`config.mk`:
```
export PLATFORM = sky130hd
export DESIGN_NAME = at8_timer
export DESIGN_NICKNAME = d
export VERILOG_FILES = /design/src/hdl/at8_pkg.sv /design/src/hdl/at8_prescale.sv /design/src/hdl/at8_timer.sv
export SDC_FILE = /design/constraint.sdc
export NUM_CORES = 1
export LEC_CHECK = 0
export ABC_CLOCK_PERIOD_IN_PS = 2900
export BUFFER_PORTS_ARGS = -buffer_cell sky130_fd_sc_hd__buf_2
export CAP_MARGIN = 20
export CORE_MARGIN = 2
export CORE_UTILIZATION = 31
export DETAILED_ROUTE_END_ITERATION = 6
export GPL_TIMING_DRIVEN = 0
export SLEW_MARGIN = 40
export SYNTH_ARGS = -nofsm -noshare
export SYNTH_HDL_FRONTEND = slang
export SYNTH_HIERARCHICAL = 1
export SYNTH_SLANG_ARGS = --single-unit
```
`constraint.sdc`:
```
create_clock -name pclk -period 2.9 [get_ports pclk]
set_input_delay 0.435 -clock pclk [delete_from_list [all_inputs] [get_ports pclk]]
set_output_delay 0.435 -clock pclk [all_outputs]
set_load 0.02 [all_outputs]
```
`src/hdl/at8_pkg.sv`:
```
package at8_pkg;
  // Register indexes; byte address is four times the index
  localparam logic [7:0] IDX_FLAGS  = 8'h37;
  localparam logic [7:0] IDX_MASK   = 8'h70;
  localparam logic [7:0] IDX_CTRL_A = 8'hB0;
  localparam logic [7:0] IDX_CTRL_B = 8'hB1;
  localparam logic [7:0] IDX_CNT    = 8'hB2;
  localparam logic [7:0] IDX_CMP_A  = 8'hB3;
  localparam logic [7:0] IDX_CMP_B  = 8'hB4;
  localparam logic [7:0] IDX_ASYNC  = 8'hB6;

  localparam logic [7:0] RST_BYTE   = 8'h00;
  localparam logic [4:0] RST_PEND   = 5'h00;
  localparam logic [2:0] RST_FLAGS  = 3'h0;
  localparam logic [9:0] RST_DIV    = 10'h000;

  // Flag and enable positions
  localparam int BIT_WRAP    = 0;
  localparam int BIT_MATCH_A = 1;
  localparam int BIT_MATCH_B = 2;
  // Control B fields
  localparam int BIT_FRC_A   = 7;
  localparam int BIT_FRC_B   = 6;
  localparam int BIT_WAVE_HI = 3;
  // Async status fields
  localparam int BIT_EXT_CLK = 6;
  localparam int BIT_ASYNC   = 5;
  localparam int BIT_P_CNT   = 4;
  localparam int BIT_P_CMP_A = 3;
  localparam int BIT_P_CMP_B = 2;
  localparam int BIT_P_CTL_A = 1;
  localparam int BIT_P_CTL_B = 0;
  // Control A keeps out-action fields and low wave bits only
  localparam logic [7:0] CTRL_A_MASK = 8'hF3;
  localparam logic [7:0] CTRL_B_MASK = 8'h0F;

  localparam logic [7:0] MAX_COUNT = 8'hFF;
  localparam logic [7:0] BOTTOM    = 8'h00;

  // Clock select codes and divider masks
  localparam logic [2:0] CS_STOP    = 3'h0;
  localparam logic [2:0] CS_DIV8    = 3'h2;
  localparam logic [2:0] CS_DIV32   = 3'h3;
  localparam logic [2:0] CS_DIV64   = 3'h4;
  localparam logic [2:0] CS_DIV128  = 3'h5;
  localparam logic [2:0] CS_DIV256  = 3'h6;
  localparam logic [2:0] CS_DIV1024 = 3'h7;
  localparam logic [9:0] MASK_DIV1    = 10'h000;
  localparam logic [9:0] MASK_DIV8    = 10'h007;
  localparam logic [9:0] MASK_DIV32   = 10'h01F;
  localparam logic [9:0] MASK_DIV64   = 10'h03F;
  localparam logic [9:0] MASK_DIV128  = 10'h07F;
  localparam logic [9:0] MASK_DIV256  = 10'h0FF;
  localparam logic [9:0] MASK_DIV1024 = 10'h3FF;

  typedef enum logic [2:0] {
    AT8_NORMAL  = 3'b000,
    AT8_PC_FF   = 3'b001,
    AT8_CTC     = 3'b010,
    AT8_FAST_FF = 3'b011,
    AT8_RSV4    = 3'b100,
    AT8_PC_A    = 3'b101,
    AT8_RSV6    = 3'b110,
    AT8_FAST_A  = 3'b111
  } at8_mode_e;
endpackage

```
`src/hdl/at8_prescale.sv`:
```
`timescale 1ns/10ps
module at8_prescale
  import at8_pkg::*;
(
  // Clock and reset
  input  wire logic       pclk,
  input  wire logic       presetn,
  // Source tick and selection
  input  wire logic       src_tick,
  input  wire logic [2:0] sel,
  // One-cycle counter step
  output logic            count_en
);
  logic [9:0] div_reg;
  logic [9:0] mask;

  always_ff @(posedge pclk or negedge presetn) begin
    if (!presetn) begin
      div_reg <= RST_DIV;
    end else if (src_tick && (sel != CS_STOP)) begin
      div_reg <= div_reg + 10'h001;
    end
  end

  always_comb begin
    case (sel)
      CS_DIV8:    mask = MASK_DIV8;
      CS_DIV32:   mask = MASK_DIV32;
      CS_DIV64:   mask = MASK_DIV64;
      CS_DIV128:  mask = MASK_DIV128;
      CS_DIV256:  mask = MASK_DIV256;
      CS_DIV1024: mask = MASK_DIV1024;
      default:    mask = MASK_DIV1;
    endcase
  end

  // Divider is shared by all rates, so a rate change is not phase aligned
  assign count_en = src_tick && (sel != CS_STOP) &&
                    ((div_reg & mask) == mask);
endmodule

```
`src/hdl/at8_timer.sv`:
```
// Implementation choice: the APB interface to the registers.
`timescale 1ns/10ps
// What this block does
// - Force bit in non-PWM mode applies a match action to that output
// - Forced match sets no flag and never clears the counter
// - Force bits are write-only strobes reading zero
// - Clock select: stop, undivided, or divide by 8..1024
// - Counter readable and writable; write blocks a match on the next tick
// - Both compare registers compared continuously, driving flags and outputs
// - Interrupt needs enable, flag and global enable all set
// - Match flags set on match, clear by ack or write one
// - Wrap flag sets on overflow or PWM bottom turn; same clearing
// - Reserved bits read zero
// - External clock enable replaces crystal; crystal runs only when zero
// - Async select picks slow oscillator pin instead of bus clock
// - Async counter write sets pending until transferred
// - Async writes to compares and controls set their pending bits
// - Counter reads live; others read their holding registers
// - Wave mode selects normal, clear-on-match, phase or fast PWM
module at8_timer
  import at8_pkg::*;
(
  // Clock and reset
  input  wire logic        pclk,
  input  wire logic        presetn,
  // APB slave
  input  wire logic        psel,
  input  wire logic        penable,
  input  wire logic        pwrite,
  input  wire logic [11:0] paddr,
  input  wire logic [31:0] pwdata,
  output logic [31:0]      prdata,
  output logic             pready,
  output logic             pslverr,
  // Slow oscillator pin
  input  wire logic        slow_osc_in_pin,
  output logic             crystal_osc_run,
  output logic             ext_clock_buffer_on,
  // Interrupt side
  input  wire logic        global_irq_enable,
  input  wire logic        ack_match_a,
  input  wire logic        ack_match_b,
  input  wire logic        ack_wrap,
  output logic             irq_match_a,
  output logic             irq_match_b,
  output logic             irq_wrap,
  // Waveform outputs
  output logic             wave_out_a,
  output logic             wave_out_b
);
  logic [7:0] idx;
  logic       mapped, acc, wr, rd_setup;
  logic       wr_flags, wr_mask, wr_ca, wr_cb, wr_cnt, wr_pa, wr_pb, wr_asy;
  logic [7:0] ctrl_a_sh, ctrl_b_sh, cmp_a_sh, cmp_b_sh, cnt_sh;
  logic [1:0] frc_sh;
  logic [7:0] ctrl_a_q, ctrl_b_q, cmp_a_q, cmp_b_q, cnt_reg, mask_reg;
  logic [4:0] pend_reg;
  logic [2:0] flag_reg;
  logic       ext_clk_reg, async_reg, block_reg, down_reg;
  logic       osc_s1, osc_s2, osc_s3, src_tick, count_en;
  logic       c_ca, c_cb, c_cnt, c_pa, c_pb;
  logic [7:0] top, cnt_next;
  logic       fast, pc, at_top, bottom_ev, wrap_ev;
  logic       match_a_ev, match_b_ev, frc_a_ev, frc_b_ev;
  logic [2:0] set_f, clr_f;
  logic [7:0] rd_mux;
  at8_mode_e  mode;

  // Bus decode; zero-wait slave with read data staged in setup
  assign idx      = paddr[9:2];
  assign acc      = psel && penable;
  assign wr       = acc && pwrite && mapped;
  assign rd_setup = psel && !penable && !pwrite;
  assign pready   = 1'b1;
  assign pslverr  = acc && !mapped;
  assign wr_flags = wr && (idx == IDX_FLAGS);
  assign wr_mask  = wr && (idx == IDX_MASK);
  assign wr_ca    = wr && (idx == IDX_CTRL_A);
  assign wr_cb    = wr && (idx == IDX_CTRL_B);
  assign wr_cnt   = wr && (idx == IDX_CNT);
  assign wr_pa    = wr && (idx == IDX_CMP_A);
  assign wr_pb    = wr && (idx == IDX_CMP_B);
  assign wr_asy   = wr && (idx == IDX_ASYNC);

  always_comb begin
    mapped = (paddr[1:0] == 2'h0) && (paddr[11:10] == 2'h0);
    case (idx)
      IDX_FLAGS, IDX_MASK, IDX_CTRL_A, IDX_CTRL_B, IDX_CNT,
      IDX_CMP_A, IDX_CMP_B, IDX_ASYNC: mapped = mapped;
      default: mapped = 1'b0;
    endcase
  end

  // Slow pin sampled twice, edge taken from the settled copies
  always_ff @(posedge pclk or negedge presetn) begin
    if (!presetn) begin
      osc_s1 <= 1'b0;
      osc_s2 <= 1'b0;
      osc_s3 <= 1'b0;
    end else begin
      osc_s1 <= slow_osc_in_pin;
      osc_s2 <= osc_s1;
      osc_s3 <= osc_s2;
    end
  end

  assign src_tick            = async_reg ? (osc_s2 && !osc_s3) : 1'b1;
  assign crystal_osc_run     = async_reg && !ext_clk_reg;
  assign ext_clock_buffer_on = async_reg && ext_clk_reg;

  // Sync mode commits at once; async waits for a source tick
  assign c_ca  = async_reg ? (pend_reg[BIT_P_CTL_A] && src_tick) : wr_ca;
  assign c_cb  = async_reg ? (pend_reg[BIT_P_CTL_B] && src_tick) : wr_cb;
  assign c_cnt = async_reg ? (pend_reg[BIT_P_CNT] && src_tick) : wr_cnt;
  assign c_pa  = async_reg ? (pend_reg[BIT_P_CMP_A] && src_tick) : wr_pa;
  assign c_pb  = async_reg ? (pend_reg[BIT_P_CMP_B] && src_tick) : wr_pb;

  // Holding registers, read back for everything but the counter
  always_ff @(posedge pclk or negedge presetn) begin
    if (!presetn) begin
      ctrl_a_sh <= RST_BYTE;
      ctrl_b_sh <= RST_BYTE;
      cmp_a_sh  <= RST_BYTE;
      cmp_b_sh  <= RST_BYTE;
      cnt_sh    <= RST_BYTE;
      frc_sh    <= 2'h0;
    end else begin
      if (wr_ca) ctrl_a_sh <= pwdata[7:0] & CTRL_A_MASK;
      if (wr_cb) ctrl_b_sh <= pwdata[7:0] & CTRL_B_MASK;
      if (wr_cb) frc_sh <= {pwdata[BIT_FRC_A], pwdata[BIT_FRC_B]};
      else if (c_cb) frc_sh <= 2'h0;
      if (wr_pa) cmp_a_sh <= pwdata[7:0];
      if (wr_pb) cmp_b_sh <= pwdata[7:0];
      if (wr_cnt) cnt_sh <= pwdata[7:0];
    end
  end

  // Pending bits: a new write wins over the transfer clearing it
  always_ff @(posedge pclk or negedge presetn) begin
    if (!presetn) begin
      pend_reg <= RST_PEND;
    end else if (!async_reg) begin
      pend_reg <= RST_PEND;
    end else begin
      pend_reg[BIT_P_CNT]   <= wr_cnt || (pend_reg[BIT_P_CNT] && !c_cnt);
      pend_reg[BIT_P_CMP_A] <= wr_pa || (pend_reg[BIT_P_CMP_A] && !c_pa);
      pend_reg[BIT_P_CMP_B] <= wr_pb || (pend_reg[BIT_P_CMP_B] && !c_pb);
      pend_reg[BIT_P_CTL_A] <= wr_ca || (pend_reg[BIT_P_CTL_A] && !c_ca);
      pend_reg[BIT_P_CTL_B] <= wr_cb || (pend_reg[BIT_P_CTL_B] && !c_cb);
    end
  end

  // Active copies used by the counter
  always_ff @(posedge pclk or negedge presetn) begin
    if (!presetn) begin
      ctrl_a_q <= RST_BYTE;
      ctrl_b_q <= RST_BYTE;
      cmp_a_q  <= RST_BYTE;
      cmp_b_q  <= RST_BYTE;
    end else begin
      if (c_ca) ctrl_a_q <= async_reg ? ctrl_a_sh : pwdata[7:0] & CTRL_A_MASK;
      if (c_cb) ctrl_b_q <= async_reg ? ctrl_b_sh : pwdata[7:0] & CTRL_B_MASK;
      if (c_pa) cmp_a_q <= async_reg ? cmp_a_sh : pwdata[7:0];
      if (c_pb) cmp_b_q <= async_reg ? cmp_b_sh : pwdata[7:0];
    end
  end

  always_ff @(posedge pclk or negedge presetn) begin
    if (!presetn) begin
      mask_reg    <= RST_BYTE;
      ext_clk_reg <= 1'b0;
      async_reg   <= 1'b0;
    end else begin
      if (wr_mask) mask_reg <= pwdata[7:0] & 8'h07;
      if (wr_asy) ext_clk_reg <= pwdata[BIT_EXT_CLK];
      if (wr_asy) async_reg <= pwdata[BIT_ASYNC];
    end
  end

  at8_prescale u_prescale (
    .pclk     (pclk),
    .presetn  (presetn),
    .src_tick (src_tick),
    .sel      (ctrl_b_q[2:0]),
    .count_en (count_en)
  );

  // Mode decode; reserved modes count as normal
  assign mode = at8_mode_e'({ctrl_b_q[BIT_WAVE_HI], ctrl_a_q[1:0]});
  assign fast = (mode == AT8_FAST_FF) || (mode == AT8_FAST_A);
  assign pc   = (mode == AT8_PC_FF) || (mode == AT8_PC_A);
  assign top  = ((mode == AT8_CTC) || (mode == AT8_PC_A) ||
                 (mode == AT8_FAST_A)) ? cmp_a_q : MAX_COUNT;
  assign at_top = (cnt_reg == top);

  always_comb begin
    cnt_next = cnt_reg + 8'h01;
    if (pc && (down_reg ? (cnt_reg != BOTTOM) : at_top)) begin
      cnt_next = cnt_reg - 8'h01;
    end else if (!pc && at_top) begin
      cnt_next = BOTTOM;
    end
  end

  // A committed counter load replaces the step of that tick
  always_ff @(posedge pclk or negedge presetn) begin
    if (!presetn) begin
      cnt_reg   <= RST_BYTE;
      down_reg  <= 1'b0;
      block_reg <= 1'b0;
    end else begin
      if (c_cnt) begin
        cnt_reg <= async_reg ? cnt_sh : pwdata[7:0];
      end else if (count_en) begin
        cnt_reg <= cnt_next;
      end
      if (!pc) begin
        down_reg <= 1'b0;
      end else if (count_en && !c_cnt) begin
        if (at_top && !down_reg) down_reg <= 1'b1;
        else if ((cnt_reg == BOTTOM) && down_reg) down_reg <= 1'b0;
      end
      if (c_cnt) block_reg <= 1'b1;
      else if (count_en) block_reg <= 1'b0;
    end
  end

  // Events of the current tick
  assign bottom_ev  = count_en && !c_cnt && !pc && at_top;
  assign wrap_ev    = count_en && !c_cnt &&
                      (pc ? (down_reg && (cnt_reg == BOTTOM)) :
                       (mode == AT8_FAST_A) ? at_top :
                       (cnt_reg == MAX_COUNT));
  assign match_a_ev = count_en && !c_cnt && !block_reg &&
                      (cnt_reg == cmp_a_q);
  assign match_b_ev = count_en && !c_cnt && !block_reg &&
                      (cnt_reg == cmp_b_q);
  // Force is judged by the mode in effect when control B commits
  assign frc_a_ev   = c_cb && !fast && !pc &&
                      (async_reg ? frc_sh[1] : pwdata[BIT_FRC_A]);
  assign frc_b_ev   = c_cb && !fast && !pc &&
                      (async_reg ? frc_sh[0] : pwdata[BIT_FRC_B]);

  function automatic logic wave_next(input logic cur, input logic [1:0] com,
                                     input logic m, input logic bot,
                                     input logic dn, input logic tog_ok,
                                     input logic is_fast, input logic is_pc);
    logic r;
    r = cur;
    if (!is_fast && !is_pc) begin
      if (m) r = (com == 2'h1) ? !cur : (com == 2'h2) ? 1'b0 :
                 (com == 2'h3) ? 1'b1 : cur;
    end else if (m && (com == 2'h1) && tog_ok) begin
      r = !cur;
    end else if (m && com[1]) begin
      r = is_pc ? (dn ^ !com[0]) : com[0];
    end else if (bot && com[1] && is_fast) begin
      r = !com[0];
    end
    return r;
  endfunction

  // Waveform pins; force bypasses flags and counter clear
  always_ff @(posedge pclk or negedge presetn) begin
    if (!presetn) begin
      wave_out_a <= 1'b0;
      wave_out_b <= 1'b0;
    end else begin
      wave_out_a <= wave_next(wave_out_a, ctrl_a_q[7:6],
                              match_a_ev || frc_a_ev, bottom_ev, down_reg,
                              ctrl_b_q[BIT_WAVE_HI], fast, pc);
      wave_out_b <= wave_next(wave_out_b, ctrl_a_q[5:4],
                              match_b_ev || frc_b_ev, bottom_ev, down_reg,
                              1'b0, fast, pc);
    end
  end

  // Flags: set wins over clear; writing zero keeps the bit
  assign set_f = {match_b_ev, match_a_ev, wrap_ev};
  assign clr_f = ({3{wr_flags}} & pwdata[2:0]) |
                 {ack_match_b, ack_match_a, ack_wrap};

  always_ff @(posedge pclk or negedge presetn) begin
    if (!presetn) begin
      flag_reg <= RST_FLAGS;
    end else begin
      flag_reg <= (flag_reg & ~clr_f) | set_f;
    end
  end

  assign irq_match_a = mask_reg[BIT_MATCH_A] && flag_reg[BIT_MATCH_A] &&
                       global_irq_enable;
  assign irq_match_b = mask_reg[BIT_MATCH_B] && flag_reg[BIT_MATCH_B] &&
                       global_irq_enable;
  assign irq_wrap    = mask_reg[BIT_WRAP] && flag_reg[BIT_WRAP] &&
                       global_irq_enable;

  always_comb begin
    case (idx)
      IDX_FLAGS:  rd_mux = {5'h00, flag_reg};
      IDX_MASK:   rd_mux = mask_reg;
      IDX_CTRL_A: rd_mux = ctrl_a_sh;
      IDX_CTRL_B: rd_mux = ctrl_b_sh;
      IDX_CNT:    rd_mux = cnt_reg;
      IDX_CMP_A:  rd_mux = cmp_a_sh;
      IDX_CMP_B:  rd_mux = cmp_b_sh;
      IDX_ASYNC:  rd_mux = {1'b0, ext_clk_reg, async_reg, pend_reg};
      default:    rd_mux = RST_BYTE;
    endcase
  end

  always_ff @(posedge pclk or negedge presetn) begin
    if (!presetn) begin
      prdata <= 32'h00000000;
    end else if (rd_setup) begin
      prdata <= mapped ? {24'h000000, rd_mux} : 32'h00000000;
    end
  end

  property p_frc_read_zero;
    @(posedge pclk) disable iff (!presetn)
      (acc && !pwrite && mapped && idx == IDX_CTRL_B) |-> prdata[7:4] == 4'h0;
  endproperty
  a_frc_read_zero: assert property (p_frc_read_zero)
    else $error("control B read shows force or reserved bits");

  property p_irq_gate;
    @(posedge pclk) disable iff (!presetn)
      irq_match_a == (mask_reg[1] && flag_reg[1] && global_irq_enable);
  endproperty
  a_irq_gate: assert property (p_irq_gate)
    else $error("match A request not gated by enable and flag");

  property p_match_sets;
    @(posedge pclk) disable iff (!presetn)
      match_b_ev |=> flag_reg[BIT_MATCH_B];
  endproperty
  a_match_sets: assert property (p_match_sets)
    else $error("match B did not set its flag");

  property p_zero_keeps;
    @(posedge pclk) disable iff (!presetn)
      (wr_flags && !pwdata[0] && !ack_wrap && !wrap_ev) |=>
        flag_reg[BIT_WRAP] == $past(flag_reg[BIT_WRAP]);
  endproperty
  a_zero_keeps: assert property (p_zero_keeps)
    else $error("writing zero changed the wrap flag");

  property p_block;
    @(posedge pclk) disable iff (!presetn)
      c_cnt ##1 count_en |-> !match_a_ev && !match_b_ev;
  endproperty
  a_block: assert property (p_block)
    else $error("match seen on the tick after a counter write");

  property p_cnt_pend;
    @(posedge pclk) disable iff (!presetn)
      (wr_cnt && async_reg && !wr_asy) |=> pend_reg[BIT_P_CNT];
  endproperty
  a_cnt_pend: assert property (p_cnt_pend)
    else $error("async counter write left pending clear");

  property p_force_quiet;
    @(posedge pclk) disable iff (!presetn)
      (frc_a_ev && !match_a_ev && !clr_f[1] && !flag_reg[1]) |=>
        !flag_reg[BIT_MATCH_A];
  endproperty
  a_force_quiet: assert property (p_force_quiet)
    else $error("forced match raised the match A flag");

  property p_stop;
    @(posedge pclk) disable iff (!presetn)
      (ctrl_b_q[2:0] == CS_STOP) |-> !count_en;
  endproperty
  a_stop: assert property (p_stop)
    else $error("counter stepped with no clock selected");

  property p_wrap_sets;
    @(posedge pclk) disable iff (!presetn)
      wrap_ev |=> flag_reg[BIT_WRAP];
  endproperty
  a_wrap_sets: assert property (p_wrap_sets)
    else $error("wrap event did not set the wrap flag");

  property p_live_read;
    @(posedge pclk) disable iff (!presetn)
      (rd_setup && mapped && idx == IDX_CNT) |=>
        prdata[7:0] == $past(cnt_reg);
  endproperty
  a_live_read: assert property (p_live_read)
    else $error("counter read did not return the live value");

  property p_sync_src;
    @(posedge pclk) disable iff (!presetn)
      !async_reg |-> src_tick;
  endproperty
  a_sync_src: assert property (p_sync_src)
    else $error("sync mode lost the bus clock source");
endmodule

```
### Word-level counts from Yosys, hierarchy flattened

Cells that the tools add are included.

* bits in registers: 134
* input port bits: 54
* output and inout bits: 41
* word-level logic and storage cells: 225

* bitwise operators: 8
* equal/unequal tests: 36
* add/subtract/negate cells: 3
* reduce and logical (&&, ||, !) cells: 102
* muxes and demuxes: 51

Operators by type and width (count)
* 2-to-1 mux 8 bit: 10
* case mux 8 bit (8 select lines): 1
* logical AND 1 bit: 60
* case mux 10 bit (6 select lines): 1
* equality test 8 bit, second input constant: 7
* 2-to-1 mux 1 bit: 35
* equality test 8 bit: 3
* equality test 3 bit, second input constant: 6
* logical NOT 1 bit: 18
* equality test 3 x 2 -> 1 bit, second input constant: 4
* logical OR 1 bit: 11
* adder 10 x 1 -> 10 bit, second input constant: 1
* AND 10 bit: 1
* equality test 10 bit: 1
* adder 8 x 1 -> 8 bit, second input constant: 1
* equality test 2 bit, second input constant: 4
* equality test 8 x 6 -> 1 bit, second input constant: 1
* equality test 8 x 7 -> 1 bit, second input constant: 1
* logical NOT 8 bit: 1
* != test 4 x 1 -> 1 bit, second input constant: 2
* nonzero test 8 bit: 1
* OR reduction 8 bit: 1
* subtractor 8 x 1 -> 8 bit, second input constant: 1
* AND 3 bit: 2
* other kinds (17): 26

### Depth between registers and ports, before layout

* depth after elaboration: 16
* depth in mapped cells: 12
* depth with buffers taken out: 11

### Hierarchy

The synthesis kept the hierarchy.

Modules (own cells, without submodules)
* at8_timer: instances 1, area each 6005.8 um^2, sequential area each 2452.4 um^2, cells each 639
* at8_prescale: instances 1, area each 550.5 um^2, sequential area each 250.2 um^2, cells each 52

### Worst setup path after synthesis

No wires, ideal clock.

* kind: flip-flop to flip-flop
* start point: register async_reg
* end point: register wave_out_b
* buffers on the path: 2
* required time: 2.806 ns
* library setup time: 0.094 ns
* clock period less this slack: 2.684 ns
* setup slack: 0.216 ns
* cell stages (with the launch flop): 13
* arrival: 2.590 ns
* cells stage by stage: dfrtp_1 -> buf_2 -> clkbuf_1 -> nand2_1 -> nand2_1 -> a311oi_1 -> o32a_1 -> and2_1 -> o21ai_1 -> o311ai_0 -> nand2_1 -> o21ba_2 -> a211oi_1

* elaborated cells on any way between the ends: 26
* those cells by class: eq/ne (1); mux (6); reduce/logical (19)

RTL lines
* start, declared: RTL line at8_timer.sv:59 `logic ext_clk_reg, async_reg, block_reg, down_reg;`
* start signal, assigned: RTL line at8_timer.sv:176 `if (wr_asy) async_reg <= pwdata[BIT_ASYNC];`
* 2-to-1 mux 1 bit *: RTL line at8_timer.sv:107 `assign src_tick = async_reg ? (osc_s2 && !osc_s3) : 1'b1;`
* via src_tick: RTL line at8_timer.sv:60 `logic osc_s1, osc_s2, osc_s3, src_tick, count_en;`
* logical AND 1 bit * (2 in a row): RTL line at8_prescale.sv:38 `assign count_en = src_tick && (sel != CS_STOP) &&`
* via count_en: RTL line at8_timer.sv:60
* logical AND 1 bit *: RTL line at8_timer.sv:229, at8_timer.sv:236
* logical AND 1 bit (on tied branches) (2 in a row): RTL line at8_timer.sv:236, at8_timer.sv:229
* logical OR 1 bit or logical AND 1 bit (tied branches): RTL line at8_timer.sv:273, at8_timer.sv:257
* logical AND 1 bit (on tied branches): RTL line at8_timer.sv:255, at8_timer.sv:257
* nonzero test 3 bit (no source line) or 2-to-1 mux 1 bit (tied branches)
* AND reduction 3 bit (no source line) or 2-to-1 mux 1 bit (tied branches)
* end signal, assigned: RTL line at8_timer.sv:272 `wave_out_b <= wave_next(wave_out_b, ctrl_a_q[5:4],`
* end, declared: RTL line at8_timer.sv:49 `output logic wave_out_b`

Mark *: on every way through the listed nets, which the timed path passes. The rest lies on a longest branch.
A chain may end at the register's enable or synchronous reset.

### Worst setup path in the final report

* start point: register ctrl_b_q[3]
* end point: register flag_reg[0]

* word-level cells in the longest chain between the ends: 9
* elaborated cells on any way between the ends: 13
* those cells by class: eq/ne (5); mux (3); bitwise (1); reduce/logical (4)

RTL lines
* start, declared: RTL line at8_timer.sv:56 `logic [7:0] ctrl_a_q, ctrl_b_q, cmp_a_q, cmp_b_q, cnt_reg, mask_reg;`
* start signal, assigned: RTL line at8_timer.sv:162 `if (c_cb) ctrl_b_q <= async_reg ? ctrl_b_sh : pwdata[7:0] & CTRL_B_MASK;`
* equality test 3 x 2 -> 1 bit or equality test 3 bit (tied branches): RTL line at8_timer.sv:192, at8_timer.sv:191
* logical OR 1 bit (2 in a row): RTL line at8_timer.sv:192 `assign top = ((mode == AT8_CTC) || (mode == AT8_PC_A) ||`
* 2-to-1 mux 8 bit: RTL line at8_timer.sv:193 `(mode == AT8_FAST_A)) ? cmp_a_q : MAX_COUNT;`
* equality test 8 bit: RTL line at8_timer.sv:194 `assign at_top = (cnt_reg == top);`
* 2-to-1 mux 1 bit: RTL line at8_timer.sv:232 `(mode == AT8_FAST_A) ? at_top :`
* 2-to-1 mux 1 bit *: RTL line at8_timer.sv:231 `(pc ? (down_reg && (cnt_reg == BOTTOM)) :`
* logical AND 1 bit *: RTL line at8_timer.sv:230 `assign wrap_ev = count_en && !c_cnt &&`
* OR 3 bit *: RTL line at8_timer.sv:287 `flag_reg <= (flag_reg & ~clr_f) | set_f;`
* end signal, assigned: RTL line at8_timer.sv:287
* end, declared: RTL line at8_timer.sv:58 `logic [2:0] flag_reg;`

Mark *: on every way between the ends. The rest lies on a longest branch, timed or not.

==> impl_results.md <==
- DRT antenna net count: 0
- Worst path cell trace: clkbuf_1 -> nor3b_1 -> a21oi_1 -> or4_1 -> a21oi_1 -> o22ai_1 -> a2111oi_2 -> a31o_2
- Post-synthesis sequential area ratio: 0.412
- Initial antenna violation count: 0
- Pwr/cell area: between 400 and 500 mW/mm2
- Yosys reg bits: approximately 110
- Core footprint: roughly 0.021 mm2
- Cell count after synthesis: between 600 and 700
- DRC Markers: 0
- CP arrival: between 3 and 4 ns
- Most used cell, CP: a21oi_1
- Die area: 0.0223 mm2
- DRT Wirelength: about 19 mm
- Final hold vios: 0
- Grt ovf: 0
- Critical path class: reg -> reg
- Nets: ~840
- First-pass GRT wire length: between 20 and 30 mm
- Synth top area share: 0.412
- Max reg flops: 10
- Dominant cell type by area after synthesis: dfrtp_1
- Total GRT Usage: 0.172
- Final WS setup: between 0.1 and 0.15 ns
- Max Freq: 359 MHz
- Largest net degree at the start of global routing: approximately 60
- Root Driver: clkbuf_16
- GP Congestion: between 0.8 and 0.9
- DR pass1 iterations: 5
- TritonCTS buffer count: 9
- Max clock buf depth: 2
- IO Pins: 95
- Most frequent cells after synthesis: dfrtp_1 (108), a21oi_1 (66), nand2_1 (59), nor2_1 (52), mux2_2 (41)
- Clock latency on the worst-skew pair: about 0.36 ns
- Max Slew Vio Count: 0
- Port bufs: 45
- Share of post-route cells with drive strength above 1: 0.239
- Die X: 149 um
- Synthesis-to-finish area growth: 17.3%
- Crit path largest cell delay: slightly above 0.6 ns
- H-tree Lvls: 3
- Distinct cell type count after synthesis: 85
- Setup-failing EPs final: 0
- CTS tree: yes
- Total of max-cap violations: 0
- Tightest Pin Transition: a little under 0.8 ns
- Mapped Area: 0.00656 mm2
- RSZ-0062 raised after global routing: yes
- Syn avg cell area: 9.49 um2
- Final hold slack: around 0.18 ns
- Post-DP HPWL: between 10 and 15 mm
- Number of enable flip-flop cells after synthesis: 0
- Number of global-route vias before repair: around 5,200
- WL/cell: roughly 18 um
- Synth Flop Type: dfrtp_1
- Run status: finished, final reports clean
- Clock sink count: 108
- Critical path peak fanout: 9
- Worst path top cell family by delay: compound AO/OA/AOI/OAI gates
- Via count: ~5,700
- Worst Setup Start Kind: flip-flop
- Slew HR: 0.471
- Multi-input logic area: roughly 0.0036 mm2
- Dpl ws: -0.749 ns
- Worst EP required: 3.20 ns
- Initial Util: 0.314
- Worst reg-to-reg setup slack: roughly 0.11 ns
- Buf/Inv on CP: 1
- Asr flop ratio synth: 1.00
- Yosys warns: 6
- CP max stage cell: a2111oi_2
- FF/Latch Area: around 0.0027 mm2
- Top-count cell post-synth: dfrtp_1
- Site row count: 53
- Hold WC Path Type: in -> reg
- Tcrit/Tclk final: 0.960
- Peak VDD IR: ~0.25 mV
- Clk slew on worst S/H paths: approximately 0.08 ns
- Tmin final: between 2 and 3 ns
- Fillers: 2,135
- Via/cell ratio: about 5.4
- Leak: between 3 and 4 nW
- Synth area leaders: dfrtp_1 (41%), mux2_2 (7.0%), a21oi_1 (5.0%), buf_4 (3.4%), nand2_1 (3.4%)
- Ant diodes: 0
- Setup Skew: around 0.012 ns
- Chip Height: around 150 um
- Crit end category: flip-flop
- Number of DRC markers in iteration 0: between 500 and 600
final timing paths:
path	startpoint	to	cells after the start
max	ctrl_b_q[3]$_DFFE_PN0P_	flag_reg[0]$_DFF_PN0_	8
min	slow_osc_in_pin	osc_s1$_DFF_PN0_	1
max reg2reg	ctrl_b_q[3]$_DFFE_PN0P_	flag_reg[0]$_DFF_PN0_	8
min reg2reg	osc_s1$_DFF_PN0_	osc_s2$_DFF_PN0_	0
max in group asynchronous	presetn	cnt_reg[6]$_DFFE_PN0P_	3
min in group asynchronous	presetn	u_prescale/div_reg[3]$_DFFE_PN0P_	2
logic make-up after synthesis:
kind of cell / Yosys count / share of synthesized area
adder cells (fa/ha/maj): 6 / 0.0115
AND/OR/NAND/NOR: 250 / 0.205
AO/OA/AOI/OAI: 179 / 0.192
multiplexers: 50 / 0.0880
buffers and inverters: 75 / 0.0624
flip-flops: 108 / 0.412
other: 2 / 0.00115
XOR/XNOR: 21 / 0.0281
final cells by class:
cell class | count | area share
flip-flops and latches | 108 | 0.351
well taps | 275 | 0.0447
clock inverters | 4 | 0.00439
multi-input cells | 531 | 0.473
clock buffers | 11 | 0.0316
inverters | 20 | 0.00976
repair buffers | 54 | 0.0423
plain buffers | 54 | 0.0433
metal layers:
layer	track usage	wire length [um]	share of wire
met5	0	0	0
met4	0.0605	550	0.029
met3	0.0238	1020	0.054
met2	0.265	8570	0.45
met1	0.249	8900	0.47
cells in the final DEF, fill, tap and decap left out, types with 15 or more instances in the layout:
master and count:
a21oi_1 65, nor2b_1 16, nor2_1 52, o21ai_0 21
conb_1 25, nand2b_1 15, inv_1 20, buf_4 38
dfrtp_1 108, nor3_1 16, nand3_1 23, mux2_2 41
nand2_1 58, buf_2 49
report_power, final:
part | switching, mW | internal (mW) | total (mW)
logic | 0.270 | 0.139 | 0.409
registers | 0.0268 | 1.53 | 1.56
clock network | 0.593 | 0.613 | 1.21
total | 0.889 | 2.28 | 3.17
through the flow:
| stage | total power [mW] | TNS (ns) | utilization | cell area (um2) | instances |
|---|---|---|---|---|---|
| 2_1_floorplan | 1.83 | 0 | - | 6640 | 714 |
| 3_3_place_gp | 1.97 | -4.91 | 0.345 | 7210 | 1034 |
| 3_5_place_dp | 1.98 | -4.67 | 0.347 | 7250 | 1035 |
| 4_1_cts | 3.19 | 0 | 0.364 | 7610 | 1052 |
| 5_1_grt | 3.30 | -0.0517 | 0.368 | 7690 | 1057 |
| 6_report | 3.17 | 0 | 0.368 | 7690 | 1057 |
timing repair:
| action | in CTS | in global routing |
|---|---|---|
| hold buffers | 1 | 0 |
| setup endpoints to repair | 9 | 10 |
| setup buffers | 2 | 5 |
| pin swaps | 3 | 5 |
| endpoints found under the hold margin | 32 | 0 |
| gates resized for setup | 12 | 11 |
Power figures use the tool's default switching activity.
